`config.mk`:
```
export PLATFORM = sky130hd
export DESIGN_NAME = drive_status_output_selector
export DESIGN_NICKNAME = d
export VERILOG_FILES = /design/src/drive_status_pkg.sv /design/src/drive_status_output_selector.sv
export VERILOG_INCLUDE_DIRS = /design/src
export SDC_FILE = /design/constraint.sdc
export NUM_CORES = 1
export LEC_CHECK = 0
export ABC_AREA = 1
export BUFFER_PORTS_ARGS = -buffer_cell sky130_fd_sc_hd__buf_2
export CELL_PAD_IN_SITES_DETAIL_PLACEMENT = 0
export CELL_PAD_IN_SITES_GLOBAL_PLACEMENT = 2
export CORE_ASPECT_RATIO = 0.8
export CORE_MARGIN = 2
export CORE_UTILIZATION = 34
export DETAILED_ROUTE_END_ITERATION = 7
export HOLD_SLACK_MARGIN = 0.05
export PLACE_DENSITY = 0.84
export SYNTH_ARGS = -nofsm -noshare
export SYNTH_HDL_FRONTEND = slang
export SYNTH_SLANG_ARGS = --single-unit
```
`constraint.sdc`:
```
create_clock -name sys_clk_i -period 7.35 [get_ports sys_clk_i]
set_input_delay 1.47 -clock sys_clk_i [delete_from_list [all_inputs] [get_ports sys_clk_i]]
set_output_delay 1.47 -clock sys_clk_i [all_outputs]
set_load 0.02 [all_outputs]
```
`src/drive_status_defines.svh`:
```
// offsets, field positions and reset values for the drive status selector
`ifndef DRIVE_STATUS_DEFINES_SVH
`define DRIVE_STATUS_DEFINES_SVH

`define OFS_OUT_SEL       12'h000
`define OFS_SPEED_BAND    12'h004
`define OFS_SET_SPEED     12'h008
`define OFS_STANDSTILL    12'h00C
`define OFS_OVERLOAD      12'h010
`define OFS_UNDERLOAD     12'h014
`define OFS_COND_STATUS   12'h018
`define OFS_OUT_STATUS    12'h01C
`define OFS_MODE          12'h020

`define SEL_FIELD_W       4
`define THERMAL_FULL      16'h0064
`define RST_SEL           32'h0000_0000
`define RST_SETPOINT      16'h0000

`endif

```
`src/drive_status_pkg.sv`:
```
// types shared by the drive status selector
package drive_status_pkg;

	typedef enum logic [3:0] {
		COND_READY,
		COND_ON,
		COND_RUN,
		COND_STOPPED,
		COND_JOG,
		COND_ACCEL,
		COND_CONST,
		COND_DECEL,
		COND_ZERO_SPEED,
		COND_AT_SPEED,
		COND_AT_SET_SPEED,
		COND_CUR_OVER,
		COND_CUR_UNDER,
		COND_THERMAL,
		COND_NONE_E,
		COND_NONE_F
	} cond_sel_t;

	typedef enum logic {
		CTRL_VHZ,
		CTRL_OPEN_VECTOR
	} ctrl_mode_t;

endpackage

```
`src/drive_status_output_selector.sv`:
```
// drive status conditions and per-output condition selection
`timescale 1ns/1ps
`include "drive_status_defines.svh"

// What this block does
// - four outputs, two opto, two relay
// - each output follows its own selected condition
// - ready after soft start, enabled, no fault
// - volts-per-hertz on: ready and pwm active
// - open-vector on: ready and flux present
// - run: on and direction command present
// - stopped: stop command and motor stopping
// - jog true throughout jog mode
// - accelerating while ramping upward
// - constant speed when not ramping
// - decelerating while ramping downward and not upward
// - zero speed: speed below standstill threshold
// - at speed: speed within tolerance band
// - at set speed: speed at or above threshold
// - overload: current above overload setpoint
// - underload: current below underload setpoint
// - thermal: remaining capacity below 100 percent
// - band test: abs(ref minus demand) below band
module drive_status_output_selector #(
	parameter int SPEED_W = 16,
	parameter int CUR_W   = 16
) (
	input  wire logic               sys_clk_i,
	input  wire logic               rstn_i,
	input  wire logic               psel_i,
	input  wire logic               penable_i,
	input  wire logic               pwrite_i,
	input  wire logic [11:0]        paddr_i,
	input  wire logic [31:0]        pwdata_i,
	output logic      [31:0]        prdata_o,
	output logic                    pready_o,
	output logic                    pslverr_o,
	input  wire logic               soft_start_done_i,
	input  wire logic               drive_enable_i,
	input  wire logic               fault_i,
	input  wire logic               pwm_active_i,
	input  wire logic               flux_present_i,
	input  wire logic               direction_command_i,
	input  wire logic               stop_command_i,
	input  wire logic               motor_stopping_i,
	input  wire logic               jog_mode_i,
	input  wire logic               ramp_up_i,
	input  wire logic               ramp_down_i,
	input  wire logic [SPEED_W-1:0] motor_speed_i,
	input  wire logic [SPEED_W-1:0] speed_ref_i,
	input  wire logic [SPEED_W-1:0] speed_demand_i,
	input  wire logic [CUR_W-1:0]   motor_current_i,
	input  wire logic [15:0]        overload_left_i,
	output logic      [1:0]         opto_out_o,
	output logic      [1:0]         relay_out_o
);
	import drive_status_pkg::*;

	logic [31:0]        out_sel_q;
	logic [SPEED_W-1:0] speed_band_setting_q;
	logic [SPEED_W-1:0] set_speed_threshold_q;
	logic [SPEED_W-1:0] standstill_threshold_q;
	logic [CUR_W-1:0]   overload_sp_q;
	logic [CUR_W-1:0]   underload_sp_q;
	ctrl_mode_t         mode_q;
	logic [15:0]        cond_q;
	logic [3:0]         out_q;
	logic [15:0]        cond_d;
	logic [3:0]         out_d;
	logic [31:0]        rdata_d;
	logic [31:0]        prdata_q;

	function automatic logic [SPEED_W-1:0] abs_diff(
		input logic [SPEED_W-1:0] a,
		input logic [SPEED_W-1:0] b
	);
		abs_diff = (a >= b) ? (a - b) : (b - a);
	endfunction

	function automatic logic pick(
		input logic [15:0] conds,
		input logic [3:0]  sel
	);
		pick = conds[sel];
	endfunction

	// bus decode
	wire access_w = psel_i & penable_i;
	wire wr_w     = access_w & pwrite_i;
	wire hit_sel  = paddr_i == `OFS_OUT_SEL;
	wire hit_band = paddr_i == `OFS_SPEED_BAND;
	wire hit_set  = paddr_i == `OFS_SET_SPEED;
	wire hit_std  = paddr_i == `OFS_STANDSTILL;
	wire hit_ovl  = paddr_i == `OFS_OVERLOAD;
	wire hit_unl  = paddr_i == `OFS_UNDERLOAD;
	wire hit_cst  = paddr_i == `OFS_COND_STATUS;
	wire hit_ost  = paddr_i == `OFS_OUT_STATUS;
	wire hit_mode = paddr_i == `OFS_MODE;
	wire mapped_w = hit_sel | hit_band | hit_set | hit_std | hit_ovl
		| hit_unl | hit_cst | hit_ost | hit_mode;

	assign pready_o  = 1'b1;
	assign pslverr_o = access_w & ~mapped_w;
	assign prdata_o  = prdata_q;

	always_comb begin
		rdata_d = 32'h0000_0000;
		if (hit_sel)  rdata_d = out_sel_q;
		if (hit_band) rdata_d = 32'(speed_band_setting_q);
		if (hit_set)  rdata_d = 32'(set_speed_threshold_q);
		if (hit_std)  rdata_d = 32'(standstill_threshold_q);
		if (hit_ovl)  rdata_d = 32'(overload_sp_q);
		if (hit_unl)  rdata_d = 32'(underload_sp_q);
		if (hit_cst)  rdata_d = {16'h0000, cond_q};
		if (hit_ost)  rdata_d = {28'h000_0000, out_q};
		if (hit_mode) rdata_d = {31'h0000_0000, mode_q == CTRL_OPEN_VECTOR};
	end

	// read data registered at the end of the setup cycle; valid in the access cycle
	always_ff @(posedge sys_clk_i) begin
		if (!rstn_i) begin
			prdata_q <= 32'h0000_0000;
		end else if (psel_i & ~penable_i & ~pwrite_i) begin
			prdata_q <= rdata_d;
		end
	end

	// setting registers
	always_ff @(posedge sys_clk_i) begin
		if (!rstn_i) begin
			out_sel_q              <= `RST_SEL;
			speed_band_setting_q   <= SPEED_W'(`RST_SETPOINT);
			set_speed_threshold_q  <= SPEED_W'(`RST_SETPOINT);
			standstill_threshold_q <= SPEED_W'(`RST_SETPOINT);
			overload_sp_q          <= CUR_W'(`RST_SETPOINT);
			underload_sp_q         <= CUR_W'(`RST_SETPOINT);
			mode_q                 <= CTRL_VHZ;
		end else if (wr_w) begin
			if (hit_sel)  out_sel_q              <= pwdata_i;
			if (hit_band) speed_band_setting_q   <= pwdata_i[SPEED_W-1:0];
			if (hit_set)  set_speed_threshold_q  <= pwdata_i[SPEED_W-1:0];
			if (hit_std)  standstill_threshold_q <= pwdata_i[SPEED_W-1:0];
			if (hit_ovl)  overload_sp_q          <= pwdata_i[CUR_W-1:0];
			if (hit_unl)  underload_sp_q         <= pwdata_i[CUR_W-1:0];
			if (hit_mode) mode_q <= pwdata_i[0] ? CTRL_OPEN_VECTOR : CTRL_VHZ;
		end
	end

	// condition derivation
	wire ready_w = soft_start_done_i & drive_enable_i & ~fault_i;
	wire on_vhz_w = ready_w & pwm_active_i;
	wire on_ov_w  = ready_w & flux_present_i;
	wire on_w  = (mode_q == CTRL_OPEN_VECTOR) ? on_ov_w : on_vhz_w;
	wire run_w = on_w & direction_command_i;
	wire stopped_w = stop_command_i & motor_stopping_i;
	// up wins if both asserted, keeping exactly one true
	wire accel_w = ramp_up_i;
	wire decel_w = ramp_down_i & ~ramp_up_i;
	wire const_w = ~accel_w & ~decel_w;
	wire zero_w = motor_speed_i < standstill_threshold_q;
	wire [SPEED_W-1:0] band_err_w = abs_diff(speed_ref_i, speed_demand_i);
	wire at_speed_w = band_err_w < speed_band_setting_q;
	wire at_set_w = motor_speed_i >= set_speed_threshold_q;
	wire over_w  = motor_current_i > overload_sp_q;
	wire under_w = motor_current_i < underload_sp_q;
	wire thermal_w = overload_left_i < `THERMAL_FULL;

	always_comb begin
		cond_d = 16'h0000;
		cond_d[COND_READY]        = ready_w;
		cond_d[COND_ON]           = on_w;
		cond_d[COND_RUN]          = run_w;
		cond_d[COND_STOPPED]      = stopped_w;
		cond_d[COND_JOG]          = jog_mode_i;
		cond_d[COND_ACCEL]        = accel_w;
		cond_d[COND_CONST]        = const_w;
		cond_d[COND_DECEL]        = decel_w;
		cond_d[COND_ZERO_SPEED]   = zero_w;
		cond_d[COND_AT_SPEED]     = at_speed_w;
		cond_d[COND_AT_SET_SPEED] = at_set_w;
		cond_d[COND_CUR_OVER]     = over_w;
		cond_d[COND_CUR_UNDER]    = under_w;
		cond_d[COND_THERMAL]      = thermal_w;
	end

	// per-output selection from the current conditions
	always_comb begin
		for (int i = 0; i < 4; i++) begin
			out_d[i] = pick(cond_d,
				out_sel_q[i*`SEL_FIELD_W +: `SEL_FIELD_W]);
		end
	end

	always_ff @(posedge sys_clk_i) begin
		if (!rstn_i) begin
			cond_q <= 16'h0000;
			out_q  <= 4'h0;
		end else begin
			cond_q <= cond_d;
			out_q  <= out_d;
		end
	end

	assign opto_out_o  = out_q[1:0];
	assign relay_out_o = out_q[3:2];

endmodule

```
==> results of run 1 <==
critical path: stages:
cell and delay [ns]:
buf_2 0.10, nor2_2 0.25, nand3_1 0.13, inv_2 0.23
nand3_1 0.53, inv_2 0.49, nor4_1 0.17, buf_2 0.19
state kept, by name, summed over array words and instances (netlist names):
| register | flops |
|---|---|
| out_sel_q | 32 |
| prdata_o | 32 |
| overload_sp_q | 16 |
| set_speed_threshold_q | 16 |
| speed_band_setting_q | 16 |
| standstill_threshold_q | 16 |
| underload_sp_q | 16 |
| cond_q | 14 |
| out_q | 4 |
| mode_q | 1 |
final timing paths:
| kind | from | endpoint | slack [ns] | depth (start not counted) |
|---|---|---|---|---|
| max | paddr_i[7] | pslverr_o | 2.30 | 8 |
| max reg2reg | set_speed_threshold_q[10] | out_q[3] | 5.29 | 12 |
| min | prdata_o[16] | prdata_o[16] | 0.46 | 2 |
| min reg2reg | prdata_o[16] | prdata_o[16] | 0.46 | 2 |
cells by family (layout without fill, tap and decap cells):
group / count (synthesis) / after routing / synth area share (%)
buffers and inverters: 291 / 440 / 10.5
other: 1 / 1 / 0.0346
AO/OA/AOI/OAI: 460 / 460 / 22.1
adder cells (fa/ha/maj): 110 / 110 / 12.8
flip-flops: 163 / 163 / 30.1
XOR/XNOR: 16 / 16 / 1.29
AND/OR/NAND/NOR: 583 / 583 / 23.1
cell type report:
| cell class | count | share of cell area (%) |
|---|---|---|
| clock buffer | 19 | 3.43 |
| inverter | 228 | 6.81 |
| sequential | 163 | 25.9 |
| multi-input combinational | 1170 | 51.1 |
| clock inverter | 13 | 1.34 |
| timing repair buffer | 180 | 7.26 |
| tap | 420 | 4.17 |
power groups by stage:
stage | combinational, mW | sequential [mW] | clock (mW)
2_1_floorplan | 0.255 | 0.910 | 0
3_3_place_gp | 0.392 | 0.910 | 0
3_5_place_dp | 0.396 | 0.910 | 0
4_1_cts | 0.398 | 0.889 | 0.945
5_1_grt | 0.452 | 0.889 | 0.981
6_report | 0.393 | 0.889 | 0.930
per-layer routing:
metal  share of wire, %  vias up
met1                 47     4908
met3                4.2       30
met2                 47      203
met4                1.6        0
li1                   -     5617
met5                  0        -
stage by stage:
| step | total power, mW | worst slack, ns | instances |
|---|---|---|---|
| 2_1_floorplan | 1.17 | 2.98 | 1624 |
| 3_3_place_gp | 1.30 | 2.21 | 2161 |
| 3_5_place_dp | 1.31 | 2.19 | 2161 |
| 4_1_cts | 2.23 | 2.27 | 2193 |
| 5_1_grt | 2.32 | 2.17 | 2193 |
| 6_report | 2.21 | 2.30 | 2193 |
cell usage in the layout, fill, tap and decap left out, drive strengths merged, types with 3 or more instances in the layout:
master and instances:
nand2 345, a21oi 244, inv 233, o21ai 182, buf 180, dfxtp 163
nor2 112, ha 108, nand3 85, clkbuf 19, nand4 16, xor2 12
nor3 10, o21bai 8, nand3b 6, o211ai 5, xnor2 4, a21o 4
nor4 4, or2 4, o21a 4, clkinv 4, a31oi 3, o2111ai 3
o22ai 3
==> reports/results.tsv, run 1 <==
metric	value	unit
Sequential Area	3260	um2
Initial Util	34.5	%
Final Core Density	40.1	%
Main synth FF type	dfxtp_1	
Final period util	68.8	%
HP Class	reg -> reg	
buffer depth of the longest clock path	2	
async set-or-reset flop fraction in the synthesized netlist	0	%
Synthesis Warnings	0	
TritonCTS clock tree	built	
met1 Usage GRT	30.2	%
die width	204	um
Routed WL	38.1	mm
io pins	178	
Worst Path Required	5.88	ns
Seq/Total Area, Yosys	30.1	%
core area	31400	um2
FP Rows	58	
GR Util met2	38.9	%
Reg power frac	40.2	%
Finished Cell Area	12600	um2
Mapped Nets	1874	
Setup Viol. Count Final	0	
diode count	0	
layout net count	2010	
synth top area cells	dfxtp_1 30%, ha_1 12%, nand2_1 12%, a21oi_1 11%, o21ai_0 7.6%	
drt pass-1 iters	5	
die area	33400	um2
vias in the first global route	10200	
Skew-Pair Late Insertion Delay	0.44	ns
Slew @ Worst Pin	1.08	ns
Synth Area per Inst	6.68	um2
grt ovf	0	
Comb pwr share	17.8	%
# Post-CTS Setup Buffers	0	
Synth top cells by count	336 x nand2_1, 242 x a21oi_1, 216 x inv_1, 164 x o21ai_0, 163 x dfxtp_1	
Netlist Area Pre-Place	10800	um2
highest clock rate	198	MHz
clock sink count	163	
Max Slew Vio Count	0	
CTS H-tree lvls	4	
detailed placement HPWL	29.5	mm
number of DRC markers in iteration 0	728	
largest net degree at the start of global routing	107	
Distinct cells, synth	44	
GRT Util Overall	22.8	%
GP Congestion	0.838	
skew final	0.0126	ns
P_sw	0.668	mW
VDD IR max	92.0	uV
first-pass GRT wire length	58.0	mm
slew margin rel.	28.1	%
Post-DRT Antenna Nets	0	
Die Span Y	164	um
drt drc	0	
max_cap viols	0	
worst hold slack	0.462	ns
Data arrival, critical path	3.58	ns
Power per Cell Area	175	nW/um2
Post-CTS Resized	0	
RSZ-0062 raised after global routing	no	
mean routed wirelength per cell	17.4	um
Synth top area share	30.1	%
Most Crowded Layer GR	met2	
layout cells sized above 1	14.2	%
TNS Setup	0	ns
Worst-path clk slew	0.07	ns
cell taking the most area after synthesis	dfxtp_1	
total CTS buffers	17	
Pint	1.55	mW
top-count cell post-synth	nand2_1	
via density per instance	4.91	
Port Buf Inserts	174	
Sw Ratio	30.2	%
static leakage	5.68	nW
Final Hold Vio Count	0	
EDFF count, synth	0	
hold buffer count at cts	0	
Layout fillers	3403	
final critical-path required period	5.05	ns
register bit total from synthesis	163	
vias	10800	
Mapped Cells	1624	
Crit Path Max Fanout	14	
Placed Area	12000	um2
initial antenna violation count	0	
Area growth, synth to finish	16.3	%
nature of the critical path endpoint	output port	
Multi-input gate area	6450	um2
CTS Root Cell	clkbuf_16	
met3 Usage GRT	3.43	%
Clk network pwr share	42.1	%
CP Class	in -> out	
Setup crit start kind	input pin	
status	completed	
No activity file was read; power rests on OpenSTA's default activity.
==> run 2: changes to the inputs <==
--- a/config.mk
+++ b/config.mk
@@ -12,10 +12,10 @@
 export CELL_PAD_IN_SITES_GLOBAL_PLACEMENT = 2
 export CORE_ASPECT_RATIO = 0.8
 export CORE_MARGIN = 2
-export CORE_UTILIZATION = 34
+export CORE_UTILIZATION = 31
 export DETAILED_ROUTE_END_ITERATION = 7
 export HOLD_SLACK_MARGIN = 0.05
-export PLACE_DENSITY = 0.84
+export PLACE_DENSITY = 0.77
 export SYNTH_ARGS = -nofsm -noshare
 export SYNTH_HDL_FRONTEND = slang
 export SYNTH_SLANG_ARGS = --single-unit
==> constraint.sdc (replaced) <==
create_clock -name sys_clk_i -period 5.1 [get_ports sys_clk_i]
set_input_delay 1.02 -clock sys_clk_i [delete_from_list [all_inputs] [get_ports sys_clk_i]]
set_output_delay 1.02 -clock sys_clk_i [all_outputs]
set_load 0.02 [all_outputs]
==> run 2 against run 1 <==
Effect of this change: combinational power is 46% higher; clock power up 33%; first-iteration DRC count down 2.3%; critical path type is now in -> reg; wire length up 4.0%; worst hold slack barely moved; core utilization is 3.7 points lower; non-clock buffer count rose by 1; sequential power increased by 44%.
==> reports/results.tsv, run 2 (synthesized netlist as in run 1, its figures left out) <==
metric	value	unit
status	completed	
Clk network pwr share	40.1	%
GRT Util Overall	21.8	%
slew margin rel.	25.5	%
Final period util	81.9	%
nature of the critical path endpoint	register	
Data arrival, critical path	4.53	ns
met2 routed WL	17.9	mm
Post-DRT Antenna Nets	0	
grt ovf	0	
Sw Ratio	30.1	%
clock sink count	163	
Worst-path clk slew	0.06	ns
Worst R2R Start	set_speed_threshold_q[11]	
FP Rows	61	
static leakage	5.66	nW
total CTS buffers	17	
Setup crit start kind	input pin	
Multi-input gate area	6450	um2
VDD IR max	237	uV
max_cap viols	0	
CTS Root Cell	clkbuf_16	
most common cell after layout, fill and taps aside	nand2_1	
Die Span Y	171	um
Crit path max-delay family	simple AND/OR/NAND/NOR gates	
buffer depth of the longest clock path	2	
Comb pwr share	18.5	%
# Post-CTS Setup Buffers	0	
Reg power frac	41.4	%
Placed Area	12100	um2
Power per Cell Area	245	nW/um2
Worst Setup SP	speed_ref_i[0]	
most frequent cells in the layout	336 x nand2_1, 242 x a21oi_1, 216 x inv_1	
number of DRC markers in iteration 0	711	
vias	11100	
Final Hold Vio Count	0	
Layout fillers	3874	
detailed placement HPWL	30.5	mm
Slew @ Worst Pin	1.12	ns
critical path's most frequent cell	nand2_1	
die area	36500	um2
Finished Cell Area	12600	um2
worst path buffer plus inverter count	7	
TNS Setup	0	ns
Routed WL	39.6	mm
via density per instance	4.94	
wire length on met3	2.02	mm
CTS H-tree lvls	4	
Initial Util	31.3	%
die width	213	um
CP Class	in -> reg	
Worst Path Required	5.46	ns
initial antenna violation count	2	
hold buffer count at cts	0	
GP Congestion	0.853	
Setup Viol. Count Final	0	
diode count	0	
TritonCTS clock tree	built	
layout net count	2011	
layout cells sized above 1	14.3	%
Non-Filler Instances	2244	
mean routed wirelength per cell	17.6	um
CP max stage cell	fa_1	
highest clock rate	240	MHz
P_sw	0.932	mW
max layer used	met4	
Max Slew Vio Count	0	
io pins	178	
drt pass-1 iters	5	
vias in the first global route	10300	
post-route met1 wirelength	18.9	mm
final critical-path required period	4.18	ns
skew final	0.0116	ns
Skew-Pair Late Insertion Delay	0.44	ns
first-pass GRT wire length	59.9	mm
Hold Crit Start	prdata_o[6]	
Crit Path Max Fanout	18	
HP Class	reg -> reg	
Inst Count DP	2214	
Post-CTS Resized	0	
core area	34700	um2
Sequential Area	3260	um2
drt drc	0	
worst hold slack	0.462	ns
Pint	2.17	mW
RSZ-0062 raised after global routing	no	
largest net degree at the start of global routing	106	
Port Buf Inserts	174	
crit-path max cell delay	0.45	ns
Area growth, synth to finish	16.4	%
-- run 2: cell count changes in the layout (fill, tap and decap cells not counted) --
cell        change
clkinv_8        -1
clkinv_4        -2
clkinvlp_4      +2
clkinv_2        +4
bufinv_16       -1
inv_6           -1
inv_8           -2
clkbuf_1        -2
buf_4           +1
clkbuf_8        +1
-- run 2: final cells by class --
| class | count | share of cell area (%) |
|---|---|---|
| clock buffer | 18 | 3.48 |
| clock inverter | 12 | 0.862 |
| inverter | 228 | 6.80 |
| multi-input combinational | 1170 | 51.0 |
| sequential | 163 | 25.8 |
| tap | 472 | 4.68 |
| timing repair buffer | 181 | 7.31 |
-- run 2: path summary, 6_finish.rpt --
check / end / slack, ns / depth (start not counted)
max: out_q[2] / 0.92 / 26
max reg2reg: out_q[3] / 2.95 / 12
min reg2reg: prdata_o[6] / 0.46 / 2
min: prdata_o[6] / 0.46 / 2
-- run 2: power by group through the flow --
stage | clock network [mW] | logic [mW] | registers [mW]
global placement | 0 | 0.572 | 1.31
CTS | 1.27 | 0.579 | 1.28
floorplan | 0 | 0.368 | 1.31
global route | 1.32 | 0.661 | 1.28
finish | 1.24 | 0.573 | 1.28
detailed placement | 0 | 0.576 | 1.31
-- run 2: metal layers --
metal  global-route usage (%)  vias to the layer above
met5                        0                        -
met4                     6.82                        0
met3                     3.30                       40
met2                     34.9                      298
met1                     30.2                     5118
li1                         -                     5621
-- run 2: per-stage QoR --
step	total power, mW	setup slack, ns	util (%)
2_1_floorplan	1.68	1.26	-
3_3_place_gp	1.88	0.472	34.9
3_5_place_dp	1.89	0.447	34.9
4_1_cts	3.13	0.907	36.5
5_1_grt	3.26	0.505	36.5
6_report	3.10	0.925	36.5
-- run 2: tightest hold or removal path: stages (launching register included) --
cell and delay [ns]:
dfxtp_1 0.31, nand2_1 0.05, a21oi_1 0.06
